===== src/inc/sub_exec_pkg.sv =====
package sub_exec_pkg;
   // register byte offsets on the apb side
   localparam logic [7:0] OFF_INSTR = 8'h00;
   localparam logic [7:0] OFF_ACC = 8'h04;
   localparam logic [7:0] OFF_STATUS = 8'h08;
   localparam logic [7:0] OFF_BANK = 8'h0c;
   localparam logic [7:0] OFF_CTRL = 8'h10;
   localparam logic [7:0] OFF_INDEX = 8'h14;
   // status bit positions
   localparam int ST_C = 0;
   localparam int ST_DC = 1;
   localparam int ST_Z = 2;
   localparam int ST_OV = 3;
   localparam int ST_N = 4;
   // control bit positions
   localparam int CT_EXT = 0;
   localparam int CT_BUSY = 1;
   localparam int CT_ILL = 2;
   // instruction encodings
   localparam logic [5:0] OPC_FILE = 6'h17;
   localparam logic [7:0] OPC_LIT = 8'h08;
   localparam int POS_DEST = 9;
   localparam int POS_BANKSEL = 8;
   localparam logic [7:0] IDX_LIMIT = 8'h5f;
   localparam logic [7:0] ACCESS_SPLIT = 8'h60;
   localparam logic [3:0] ACCESS_HI_BANK = 4'hf;
   // values after reset
   localparam logic [7:0] RST_ACC = 8'h00;
   localparam logic [4:0] RST_STATUS = 5'h00;
   localparam logic [3:0] RST_BANK = 4'h0;
   localparam logic [11:0] RST_INDEX = 12'h000;
   localparam logic [15:0] RST_INSTR = 16'h0000;
   typedef enum logic [2:0] {
      PH_IDLE = 3'b000,
      PH_Q1 = 3'b001,
      PH_Q2 = 3'b011,
      PH_Q3 = 3'b010,
      PH_Q4 = 3'b110
   } phase_t;
endpackage : sub_exec_pkg


===== src/design/subtract_w_from_file_exec.sv =====
// The implementer's own choices: the placing of the registers and the APB interface to the registers.
`timescale 1ns/1ps
// Summary of operation
// RULE1: difference is file operand minus accumulator, no incoming borrow.
// RULE2: destination bit 0 writes accumulator, 1 writes the file register.
// RULE3: bank bit 0 uses access bank, 1 uses bank select register.
// RULE4: bank 0, extended set on, address up to 95 means indexed offset.
// RULE5: nonzero result without borrow sets carry, clears zero; negative taken from result bit 7.
// RULE6: zero result sets zero and carry, clears negative, both forms.
// RULE7: borrow clears carry and zero, negative taken from result bit 7, both forms.
// RULE8: borrow wraps modulo 256; negative equals stored bit 7.
// RULE9: file form decoded from top six bits 010111, then d, a, f.
// RULE10: one cycle of four phases: decode, read, subtract, write.
module subtract_w_from_file_exec #(
   parameter int ADDR_W = 12
) (
   // clock and reset
   input wire logic pclk,
   input wire logic presetn,
   input wire logic clk_en,
   // apb slave
   input wire logic psel,
   input wire logic penable,
   input wire logic pwrite,
   input wire logic [7:0] paddr,
   input wire logic [31:0] pwdata,
   output logic [31:0] prdata,
   output logic pready,
   output logic pslverr,
   // data memory
   output logic [ADDR_W-1:0] mem_addr,
   output logic mem_rd,
   input wire logic [7:0] mem_rdata,
   output logic mem_wr,
   output logic [7:0] mem_wdata
);
   // the address split is hard-wired to four bank bits
   if (ADDR_W != 12) begin : g_addr_w_check
      $error("ADDR_W must be 12: four bank bits over an 8-bit offset");
   end

   typedef struct packed {
      sub_exec_pkg::phase_t ph;
      logic [15:0] instr;
      logic [7:0] acc;
      logic [4:0] status;
      logic [3:0] bank;
      logic [11:0] index;
      logic ext_en;
      logic illegal;
      logic lit;
      logic dest_file;
      logic [7:0] res;
      logic [4:0] flg;
      logic [11:0] addr;
      logic mem_rd;
      logic mem_wr;
      logic [7:0] mem_wdata;
      logic pready;
      logic [31:0] prdata;
      logic pslverr;
   } state_t;

   state_t s_q, s_d;

   function automatic logic reg_hit(input logic [7:0] a);
      reg_hit = (a == sub_exec_pkg::OFF_INSTR) || (a == sub_exec_pkg::OFF_ACC)
         || (a == sub_exec_pkg::OFF_STATUS) || (a == sub_exec_pkg::OFF_BANK)
         || (a == sub_exec_pkg::OFF_CTRL) || (a == sub_exec_pkg::OFF_INDEX);
   endfunction : reg_hit

   function automatic logic [11:0] eff_addr(input logic [15:0] ins,
         input logic [3:0] bank_select_reg, input logic [11:0] idx, input logic ext);
      logic [7:0] f;
      f = ins[7:0];
      if (ins[sub_exec_pkg::POS_BANKSEL]) begin
         eff_addr = {bank_select_reg, f}; // RULE3
      end else if (ext && f <= sub_exec_pkg::IDX_LIMIT) begin
         // indexed offset wraps within the 12-bit space
         eff_addr = idx + {4'h0, f}; // RULE4
      end else if (f >= sub_exec_pkg::ACCESS_SPLIT) begin
         eff_addr = {sub_exec_pkg::ACCESS_HI_BANK, f}; // RULE3
      end else begin
         eff_addr = {4'h0, f};
      end
   endfunction : eff_addr

   logic busy;
   logic [7:0] op_a;
   logic [8:0] diff;
   logic [4:0] nib;
   logic [4:0] flg;
   logic [31:0] rd_val;
   logic refuse;
   logic fault;

   always_comb begin
      busy = (s_q.ph != sub_exec_pkg::PH_IDLE);
      op_a = s_q.lit ? s_q.instr[7:0] : mem_rdata;
      diff = {1'b0, op_a} - {1'b0, s_q.acc}; // RULE1
      nib = {1'b0, op_a[3:0]} - {1'b0, s_q.acc[3:0]};
      flg = '0;
      flg[sub_exec_pkg::ST_C] = ~diff[8]; // RULE5 RULE6 RULE7
      flg[sub_exec_pkg::ST_DC] = ~nib[4];
      flg[sub_exec_pkg::ST_Z] = (diff[7:0] == 8'h00); // RULE6
      flg[sub_exec_pkg::ST_OV] = (op_a[7] ^ s_q.acc[7])
         & (op_a[7] ^ diff[7]);
      flg[sub_exec_pkg::ST_N] = diff[7]; // RULE8
      rd_val = '0;
      unique case (paddr)
         sub_exec_pkg::OFF_INSTR: rd_val[15:0] = s_q.instr;
         sub_exec_pkg::OFF_ACC: rd_val[7:0] = s_q.acc;
         sub_exec_pkg::OFF_STATUS: rd_val[4:0] = s_q.status;
         sub_exec_pkg::OFF_BANK: rd_val[3:0] = s_q.bank;
         sub_exec_pkg::OFF_CTRL: begin
            rd_val[sub_exec_pkg::CT_EXT] = s_q.ext_en;
            rd_val[sub_exec_pkg::CT_BUSY] = busy;
            rd_val[sub_exec_pkg::CT_ILL] = s_q.illegal;
         end
         sub_exec_pkg::OFF_INDEX: rd_val[11:0] = s_q.index;
         default: rd_val = '0;
      endcase
      // software may not write the instruction, accumulator, status or bank while an instruction runs
      refuse = !reg_hit(paddr) || (pwrite && busy
         && paddr != sub_exec_pkg::OFF_CTRL
         && paddr != sub_exec_pkg::OFF_INDEX);
      // decode fault raised this cycle, so a software clear must lose
      fault = (s_q.ph == sub_exec_pkg::PH_Q1)
         && s_q.instr[15:10] != sub_exec_pkg::OPC_FILE
         && s_q.instr[15:8] != sub_exec_pkg::OPC_LIT;
   end

   always_comb begin
      s_d = s_q;
      s_d.mem_rd = 1'b0;
      s_d.mem_wr = 1'b0;
      // answer one cycle into the access phase, release after it
      if (psel && penable && !s_q.pready) begin
         s_d.pready = 1'b1;
         s_d.pslverr = refuse;
         s_d.prdata = pwrite ? 32'h0000_0000 : rd_val;
      end else begin
         s_d.pready = 1'b0;
         s_d.pslverr = 1'b0;
      end
      unique case (s_q.ph)
         sub_exec_pkg::PH_IDLE: ;
         sub_exec_pkg::PH_Q1: begin
            s_d.dest_file = s_q.instr[sub_exec_pkg::POS_DEST];
            // address held from here until the next instruction
            s_d.addr = eff_addr(s_q.instr, s_q.bank, s_q.index, s_q.ext_en);
            if (s_q.instr[15:10] == sub_exec_pkg::OPC_FILE) begin // RULE9
               s_d.lit = 1'b0;
               s_d.mem_rd = 1'b1;
               s_d.ph = sub_exec_pkg::PH_Q2; // RULE10
            end else if (s_q.instr[15:8] == sub_exec_pkg::OPC_LIT) begin
               s_d.lit = 1'b1;
               s_d.dest_file = 1'b0;
               s_d.ph = sub_exec_pkg::PH_Q2;
            end else begin
               s_d.illegal = 1'b1;
               s_d.ph = sub_exec_pkg::PH_IDLE;
            end
         end
         sub_exec_pkg::PH_Q2: s_d.ph = sub_exec_pkg::PH_Q3; // RULE10
         sub_exec_pkg::PH_Q3: begin
            s_d.res = diff[7:0]; // RULE8
            s_d.flg = flg;
            s_d.mem_wdata = diff[7:0];
            s_d.mem_wr = s_q.dest_file; // RULE2
            s_d.ph = sub_exec_pkg::PH_Q4; // RULE10
         end
         sub_exec_pkg::PH_Q4: begin
            if (!s_q.dest_file) begin
               s_d.acc = s_q.res; // RULE2
            end
            s_d.status = s_q.flg; // RULE5 RULE6 RULE7
            s_d.ph = sub_exec_pkg::PH_IDLE;
         end
      endcase
      // write commits at the edge where pready is seen high
      if (psel && penable && s_q.pready && pwrite && !s_q.pslverr) begin
         unique case (paddr)
            sub_exec_pkg::OFF_INSTR: begin
               s_d.instr = pwdata[15:0];
               s_d.ph = sub_exec_pkg::PH_Q1;
            end
            sub_exec_pkg::OFF_ACC: s_d.acc = pwdata[7:0];
            sub_exec_pkg::OFF_STATUS: s_d.status = pwdata[4:0];
            sub_exec_pkg::OFF_BANK: s_d.bank = pwdata[3:0];
            sub_exec_pkg::OFF_CTRL: begin
               s_d.ext_en = pwdata[sub_exec_pkg::CT_EXT];
               // clear by writing one; a fresh decode fault wins
               if (pwdata[sub_exec_pkg::CT_ILL] && !fault) begin
                  s_d.illegal = 1'b0;
               end
            end
            sub_exec_pkg::OFF_INDEX: s_d.index = pwdata[11:0];
            default: ;
         endcase
      end
   end

   always_ff @(posedge pclk or negedge presetn) begin
      if (!presetn) begin
         s_q <= '{ph: sub_exec_pkg::PH_IDLE,
            instr: sub_exec_pkg::RST_INSTR, acc: sub_exec_pkg::RST_ACC,
            status: sub_exec_pkg::RST_STATUS, bank: sub_exec_pkg::RST_BANK,
            index: sub_exec_pkg::RST_INDEX, default: '0};
      end else if (clk_en) begin
         s_q <= s_d;
      end
   end

   assign prdata = s_q.prdata;
   assign pready = s_q.pready;
   assign pslverr = s_q.pslverr;
   assign mem_addr = s_q.addr;
   assign mem_rd = s_q.mem_rd;
   assign mem_wr = s_q.mem_wr;
   assign mem_wdata = s_q.mem_wdata;
endmodule : subtract_w_from_file_exec


===== config.mk =====
export PLATFORM = sky130hd
export DESIGN_NAME = subtract_w_from_file_exec
export DESIGN_NICKNAME = d
export VERILOG_FILES = /design/src/inc/sub_exec_pkg.sv /design/src/design/subtract_w_from_file_exec.sv
export SDC_FILE = /design/constraint.sdc
export NUM_CORES = 1
export LEC_CHECK = 0
export BUFFER_PORTS_ARGS = -buffer_cell sky130_fd_sc_hd__clkbuf_2
export CAP_MARGIN = 10
export CORE_MARGIN = 1.5
export CORE_UTILIZATION = 50
export DETAILED_ROUTE_END_ITERATION = 7
export PLACE_DENSITY_LB_ADDON = 0.08
export SYNTH_ARGS = -nofsm -noshare
export SYNTH_HDL_FRONTEND = slang
export SYNTH_SLANG_ARGS = --single-unit

===== constraint.sdc =====
create_clock -name pclk -period 2.4 [get_ports pclk]
set_input_delay 0.24 -clock pclk [delete_from_list [all_inputs] [get_ports pclk]]
set_output_delay 0.24 -clock pclk [all_outputs]
set_load 0.005 [all_outputs]

==> flow_metrics.env, run 1 <==
export IMPL_result_of_the_run="finished, final reports clean"
export IMPL_worstPathRequired_ns=2.71
export IMPL_yosys_warnings=0
export IMPL_final_net_count=699
export IMPL_avgSynthCellArea_sq_um=9.777
export IMPL_syn_area_sq_um=5534
export IMPL_total_area_of_multi_input_combinational_cells_sq_um=2684
export IMPL_floorplan_initialDensity=0.5128
export IMPL_power_combinational_fraction=0.094
export IMPL_die_width_um=108.2
export IMPL_design_die_area_sq_um=11710
export IMPL_remaining_drc_errors=0
export IMPL_timing_hold_violations_final=0
export IMPL_layout_cells_most_common="sky130_fd_sc_hd__dfrtp_1"
export IMPL_route_vias_total=4260
export IMPL_cp_end_kind="flip-flop"
export IMPL_vias_per_cell=5.532
export IMPL_regToRegSetupSlack_ns=0.09
export IMPL_initial_antenna_violation_count=0
export IMPL_cts_max_level=3
export IMPL_synth_lib_cells_used_distinct=58
export IMPL_seq_area_sq_um=2405
export IMPL_numCtsBuffers=9
export IMPL_io_pins=110
export IMPL_clkLatencyLatePin_ns=0.37
export IMPL_routed_wirelength_um=13470
export IMPL_maxSlewHeadroom=0.5435
export IMPL_worstPathMaxFanout=6
export IMPL_clock_slew_seen_by_the_registers_of_the_worst_setup_and_hold_paths_ns=0.10
export IMPL_finalCoreUtilization=0.5754
export IMPL_grt_max_degree=51
export IMPL_regToRegStartpoint="s_q[70]"
export IMPL_arrival_ns=2.62
export IMPL_wl_per_cell_um=17.50
export IMPL_worst_slew_pin_slew_ns=0.6848
export IMPL_synth_seq_cells=96
export IMPL_drtAntennaViolNets=0
export IMPL_portBuffers=77
export IMPL_power_density_cell_area_nw_per_um2=500.5
export IMPL_die_y_um=108.2
export IMPL_routabilityCongestion=0.8959
export IMPL_post_dp_hpwl_um=10140
export IMPL_hold_path_startpoint="pwdata[15]"
export IMPL_syn_instance_count=566
export IMPL_areaGrowthSynthToFinish_pct=12.21
export IMPL_type_of_the_worst_setup_path="reg -> reg"
export IMPL_grt_setup_unrepaired="yes"
export IMPL_tritoncts="yes"
export IMPL_p_seq_frac=0.527
export IMPL_clock_sinks=96
export IMPL_share_of_flip_flops_with_an_asynchronous_set_or_reset=1.000
export IMPL_cts_repair_timing_setup_buffer_count=0
export IMPL_clockPowerShare=0.379
export IMPL_hold_path_class="in -> reg"
export IMPL_globalRouteOverflowTotal=0
export IMPL_cell_at_the_root_of_the_clock_tree="sky130_fd_sc_hd__clkbuf_8"
export IMPL_finalWorstSetupSlack_ns=0.09000
export IMPL_floorplan_core_area_sq_um=10790
export IMPL_worstSetupStartpointType="flip-flop"
export IMPL_final_layout_size_suffix_gt1_frac=0.2968
export IMPL_timing_max_transition_violations_final=0
export IMPL_synth_edf_count=0
export IMPL_ir_drop_v=0.0002362
export IMPL_first_global_vias=4099
export IMPL_cellInternalPower_mw=2.325
export IMPL_netSwitchingFraction=0.2520
export IMPL_num_antenna_cells=0
export IMPL_fmaxAchievable_mhz=432.9
export IMPL_p_leak_nw=3.098
export IMPL_worst_clock_skew_ns=0.007934
export IMPL_first_pass_grt_wire_length_um=21640
export IMPL_place_worst_setup_slack_ns=-0.03688
export IMPL_register_area_share_after_synthesis=0.4341
export IMPL_post_route_period_util=0.9625
export IMPL_fill_cells=974
export IMPL_global_route_usage_total=0.2428
export IMPL_detail_route_first_pass_iterations=5
export IMPL_num_rows=38
export IMPL_power_switching_mw=0.7833
export IMPL_count_of_maximum_capacitance_violations=0
export IMPL_postSynth_topFlopCell="sky130_fd_sc_hd__dfrtp_1"
export IMPL_dr_first_iter_drc_count=263
export IMPL_mostFrequentLayoutCells="sky130_fd_sc_hd__dfrtp_1, sky130_fd_sc_hd__clkbuf_2, sky130_fd_sc_hd__nand2_1, sky130_fd_sc_hd__mux2_2, sky130_fd_sc_hd__nor2_1"
export IMPL_setup_viol=0
export IMPL_ctsLongestPathBuffers=2
export IMPL_critical_path_startpoint="s_q[70]"
export IMPL_timing_final_crit_period_ns=2.310
==> Yosys cell counts (6+ instances only) <==
| cell | number | area share |
|---|---|---|
| sky130_fd_sc_hd__inv_1 | 22 | 0.015 |
| sky130_fd_sc_hd__nor2b_1 | 8 | 0.0090 |
| sky130_fd_sc_hd__a21o_1 | 6 | 0.0081 |
| sky130_fd_sc_hd__mux2_2 | 40 | 0.081 |
| sky130_fd_sc_hd__a22o_1 | 10 | 0.016 |
| sky130_fd_sc_hd__nand3_1 | 11 | 0.0099 |
| sky130_fd_sc_hd__nand2_1 | 57 | 0.039 |
| sky130_fd_sc_hd__buf_4 | 52 | 0.071 |
| sky130_fd_sc_hd__o22ai_1 | 10 | 0.011 |
| sky130_fd_sc_hd__clkbuf_1 | 15 | 0.010 |
| sky130_fd_sc_hd__xor2_1 | 7 | 0.011 |
| sky130_fd_sc_hd__nor2_1 | 36 | 0.024 |
| sky130_fd_sc_hd__xnor2_1 | 7 | 0.011 |
| sky130_fd_sc_hd__o21ai_0 | 34 | 0.031 |
| sky130_fd_sc_hd__dfrtp_1 | 96 | 0.43 |
| sky130_fd_sc_hd__ha_1 | 18 | 0.041 |
| sky130_fd_sc_hd__a22oi_1 | 8 | 0.011 |
| sky130_fd_sc_hd__a21oi_1 | 34 | 0.031 |
==> layout make-up <==
cell class / instances / share of cell area
Multi-Input combinational cell: 387 / 0.4322
Timing Repair Buffer: 109 / 0.1036
Clock buffer: 9 / 0.01995
Sequential cell: 96 / 0.3873
Tap cell: 140 / 0.02821
Clock inverter: 7 / 0.01551
Inverter: 22 / 0.01330
==> registers in the layout, summed over array words and instances (netlist names) <==
name / count
mem_addr: 12
mem_wr: 1
s_q: 57
mem_wdata: 7
mem_rd: 1
prdata: 16
pready: 1
pslverr: 1
==> critical path, stage by stage, from the launching register on <==
cell,delay [ns]
sky130_fd_sc_hd__dfrtp_2,0.46
sky130_fd_sc_hd__buf_4,0.16
sky130_fd_sc_hd__mux2i_4,0.19
sky130_fd_sc_hd__fa_1,0.42
sky130_fd_sc_hd__nand3b_1,0.17
sky130_fd_sc_hd__nand2_1,0.09
sky130_fd_sc_hd__a21o_1,0.12
sky130_fd_sc_hd__a21o_1,0.16
sky130_fd_sc_hd__xor2_1,0.28
sky130_fd_sc_hd__mux2_2,0.21
==> worst paths after layout <==
check | end | cells after the start
worst max-delay path | mem_wdata[6] | 9
worst min-delay path | s_q[117] | 2
worst max register to register | mem_wdata[6] | 9
worst min register to register | mem_addr[2] | 2
max in group asynchronous | s_q[70] | 3
min in group asynchronous | mem_addr[3] | 2
==> stage by stage <==
stage	setup TNS [ns]	total power, mW	instance area, sq um	cells	hold slack (ns)
CTS	0	3.125	6165	770	0.08012
finish	0	3.108	6210	770	0.09572
global route	-0.02284	3.227	6210	770	0.08640
global placement	0	1.940	5921	753	0.2840
detailed placement	-0.03688	1.944	5921	753	0.2895
floorplan	0	1.829	5592	581	-0.05559
==> kinds of logic (layout without fill, tap and decap cells) <==
family / after synthesis / in the layout / share of synthesized area
buffers and inverters: 98 / 147 / 0.1029
AO/OA/AOI/OAI: 137 / 137 / 0.1605
adder cells (fa/ha/maj): 20 / 20 / 0.04793
AND/OR/NAND/NOR: 152 / 152 / 0.1352
multiplexers: 48 / 48 / 0.09654
XOR/XNOR: 14 / 14 / 0.02216
flip-flops: 96 / 96 / 0.4341
other: 1 / 16 / 0.0006776
==> metal layers <==
metal | routed length (um) | share of wire | GRT usage | vias to the layer above
li1 | - | - | - | 2063
met1 | 6234 | 0.46 | 0.3346 | 2082
met2 | 6470 | 0.48 | 0.3920 | 96
met3 | 509 | 0.038 | 0.02893 | 19
met4 | 258 | 0.019 | 0.09305 | 0
met5 | 0 | 0 | 0 | -
==> power by group through the flow <==
stage / logic [mW] / clock network [mW] / registers [mW]
2_1_floorplan: 0.161 / 0 / 1.67
3_3_place_gp: 0.270 / 0 / 1.67
3_5_place_dp: 0.274 / 0 / 1.67
4_1_cts: 0.280 / 1.21 / 1.64
5_1_grt: 0.323 / 1.26 / 1.64
6_report: 0.292 / 1.18 / 1.64
==> repair_timing <==
item | 4_1_cts | 5_1_grt
hold buffers | 1 | 0
endpoints found under the setup margin | 1 | 5
gates resized for setup | 3 | 11
endpoints found under the hold margin | 46 | 0
pin swaps | 0 | 3
(Power assumes the default switching activity.)
==> run 2, diff against run 1 <==
--- a/config.mk
+++ b/config.mk
@@ -7,6 +7,7 @@
 export LEC_CHECK = 0
 export BUFFER_PORTS_ARGS = -buffer_cell sky130_fd_sc_hd__clkbuf_2
 export CAP_MARGIN = 10
+export CORE_ASPECT_RATIO = 0.6
 export CORE_MARGIN = 1.5
 export CORE_UTILIZATION = 50
 export DETAILED_ROUTE_END_ITERATION = 7
==> flow_metrics.env, run 2 (synthesis results as in run 1) <==
export IMPL_worst_clock_skew_ns=0.008169
export IMPL_finalCoreUtilization=0.6057
export IMPL_cts_max_level=3
export IMPL_wl_per_cell_um=19.33
export IMPL_hold_path_startpoint="pwdata[8]"
export IMPL_grt_max_degree=44
export IMPL_worstReg2RegEnd="mem_wdata[6]"
export IMPL_timing_final_crit_period_ns=2.309
export IMPL_min_to="s_q[110]"
export IMPL_worst_slew_pin_slew_ns=0.5845
export IMPL_dr_first_iter_drc_count=451
export IMPL_count_of_maximum_capacitance_violations=0
export IMPL_route_vias_total=4484
export IMPL_arrival_ns=2.54
export IMPL_clock_slew_seen_by_the_registers_of_the_worst_setup_and_hold_paths_ns=0.07
export IMPL_detail_route_first_pass_iterations=5
export IMPL_clock_sinks=96
export IMPL_die_width_um=138.8
export IMPL_regToRegSetupSlack_ns=0.09
export IMPL_report_power_total_mw=3.476
export IMPL_routabilityCongestion=0.8653
export IMPL_power_density_cell_area_nw_per_um2=538.0
export IMPL_worstPathMaxFanout=5
export IMPL_vias_per_cell=5.756
export IMPL_layout_cells_most_common="sky130_fd_sc_hd__dfrtp_1"
export IMPL_die_y_um=84.49
export IMPL_numCtsBuffers=9
export IMPL_portBuffers=77
export IMPL_place_detailed_instances=760
export IMPL_final_setup_tns_ns=0
export IMPL_tritoncts="yes"
export IMPL_final_net_count=709
export IMPL_areaGrowthSynthToFinish_pct=16.75
export IMPL_routed_wirelength_um=15060
export IMPL_floorplan_initialDensity=0.5188
export IMPL_io_pins=110
export IMPL_floorplan_core_area_sq_um=10670
export IMPL_first_global_vias=4334
export IMPL_result_of_the_run="finished, final reports clean"
export IMPL_type_of_the_worst_setup_path="reg -> reg"
export IMPL_worstPathRequired_ns=2.63
export IMPL_mostFrequentLayoutCells="sky130_fd_sc_hd__dfrtp_1, sky130_fd_sc_hd__clkbuf_2, sky130_fd_sc_hd__nand2_1, sky130_fd_sc_hd__buf_4, sky130_fd_sc_hd__mux2_2"
export IMPL_globalRouteOverflowTotal=0
export IMPL_cp_slowest_cell="sky130_fd_sc_hd__dfrtp_2"
export IMPL_fmaxAchievable_mhz=433.0
export IMPL_final_instance_count_excl_fill=779
export IMPL_ctsLongestPathBuffers=2
export IMPL_setup_viol=0
export IMPL_design_die_area_sq_um=11730
export IMPL_initial_antenna_violation_count=0
export IMPL_fill_cells=928
export IMPL_post_dp_hpwl_um=11320
export IMPL_p_leak_nw=3.213
export IMPL_timing_hold_violations_final=0
export IMPL_remaining_drc_errors=0
export IMPL_crit_top_cell="sky130_fd_sc_hd__a21o_1"
export IMPL_final_layout_size_suffix_gt1_frac=0.3219
export IMPL_timing_max_transition_violations_final=0
export IMPL_drtAntennaViolNets=0
export IMPL_cp_end_kind="flip-flop"
export IMPL_num_antenna_cells=0
export IMPL_post_route_period_util=0.9623
export IMPL_cells_on_worst_hold_path=3
export IMPL_first_pass_grt_wire_length_um=23910
export IMPL_clkLatencyLatePin_ns=0.35
export IMPL_finalWorstSetupSlack_ns=0.09054
export IMPL_global_route_usage_total=0.2662
export IMPL_ir_drop_v=0.0004041
export IMPL_register_containing_the_most_flip_flops_in_the_final_layout="s_q"
export IMPL_crit_path_max_incr_delay_ns=0.49
export IMPL_ff2ff_path_depth=8
export IMPL_worstSetupStartpointType="flip-flop"
export IMPL_largest_register_ffs=57
export IMPL_path_cells="mux2_4 > ha_1 > a21oi_1 > nand2_2 > a21o_1 > a21o_1 > xor2_2 > mux2_2"
export IMPL_cell_at_the_root_of_the_clock_tree="sky130_fd_sc_hd__clkbuf_16"
export IMPL_num_rows=29
export IMPL_maxSlewHeadroom=0.6103
export IMPL_regToRegStartpoint="s_q[70]"
export IMPL_place_worst_setup_slack_ns=-0.07479
export IMPL_hold_path_class="in -> reg"
-- run 2: cell count changes in the layout (fill, tap and decap cells not counted), moves of 3 or more --
cell                        delta
sky130_fd_sc_hd__buf_4         +9
sky130_fd_sc_hd__clkbuf_16     +9
sky130_fd_sc_hd__clkbuf_8      -8
sky130_fd_sc_hd__ha_1          -3
sky130_fd_sc_hd__mux2_2        -3
sky130_fd_sc_hd__mux2_4        +3
-- run 2: metal layers --
| metal | share of wire | global-route usage |
|---|---|---|
| met2 | 0.41 | 0.3722 |
| met3 | 0.072 | 0.04906 |
| met4 | 0.0094 | 0.06155 |
| met5 | 0 | 0 |
| met1 | 0.51 | 0.4236 |
-- run 2: area by class of cell --
class	instances	area, sq um	share of cell area
clock buffers	10	239.0	0.03699
clock inverters	6	66.31	0.01026
inverters	22	82.58	0.01278
multi-input cells	387	2774	0.4293
flip-flops and latches	96	2404	0.3720
well taps	139	173.9	0.02692
repair buffers	119	721.9	0.1117
-- run 2: timing repair --
action	in CTS	in global routing
gates cloned	0	0
resized for setup	2	28
buffers inserted	0	2
hold buffers	1	0
pin swaps	0	10
hold endpoints to repair	39	0
endpoints found under the setup margin	4	7
-- run 2: power by group --
part | leakage, nW | switching [mW] | internal [mW]
clock | 0.153 | 0.646 | 0.843
combinational | 1.74 | 0.209 | 0.138
sequential | 1.32 | 0.0111 | 1.63
-- run 2: worst max-delay path by stage --
stage	from	to	slack [ns]	depth (start not counted)
CTS	s_q[70]	s_q[58]	0.03	9
global placement	s_q[70]	s_q[58]	0.01	9
finish	s_q[70]	mem_wdata[6]	0.09	8
detailed placement	s_q[70]	s_q[58]	-0.07	9
global route	s_q[70]	s_q[58]	-0.03	8
floorplan	s_q[70]	s_q[56]	0.07	9
-- run 2: worst max-delay path, delay by kind of cell (launching register included) --
kind,cells,cell delay (ns)
AOI/OAI and AO/OA,3,0.61
muxes,2,0.60
DFF,1,0.49
adders and majority gates,1,0.23
xor gates and xnor gates,1,0.17
and+or+nand+nor,1,0.09
-- run 2: stage by stage --
step                      hold WS, ns  instance area (sq um)
after floorplan              -0.05559                   5592
after global placement         0.2731                   5979
after detailed placement       0.2785                   5979
after CTS                      0.1132                   6302
after global routing           0.1231                   6461
final                          0.1205                   6461
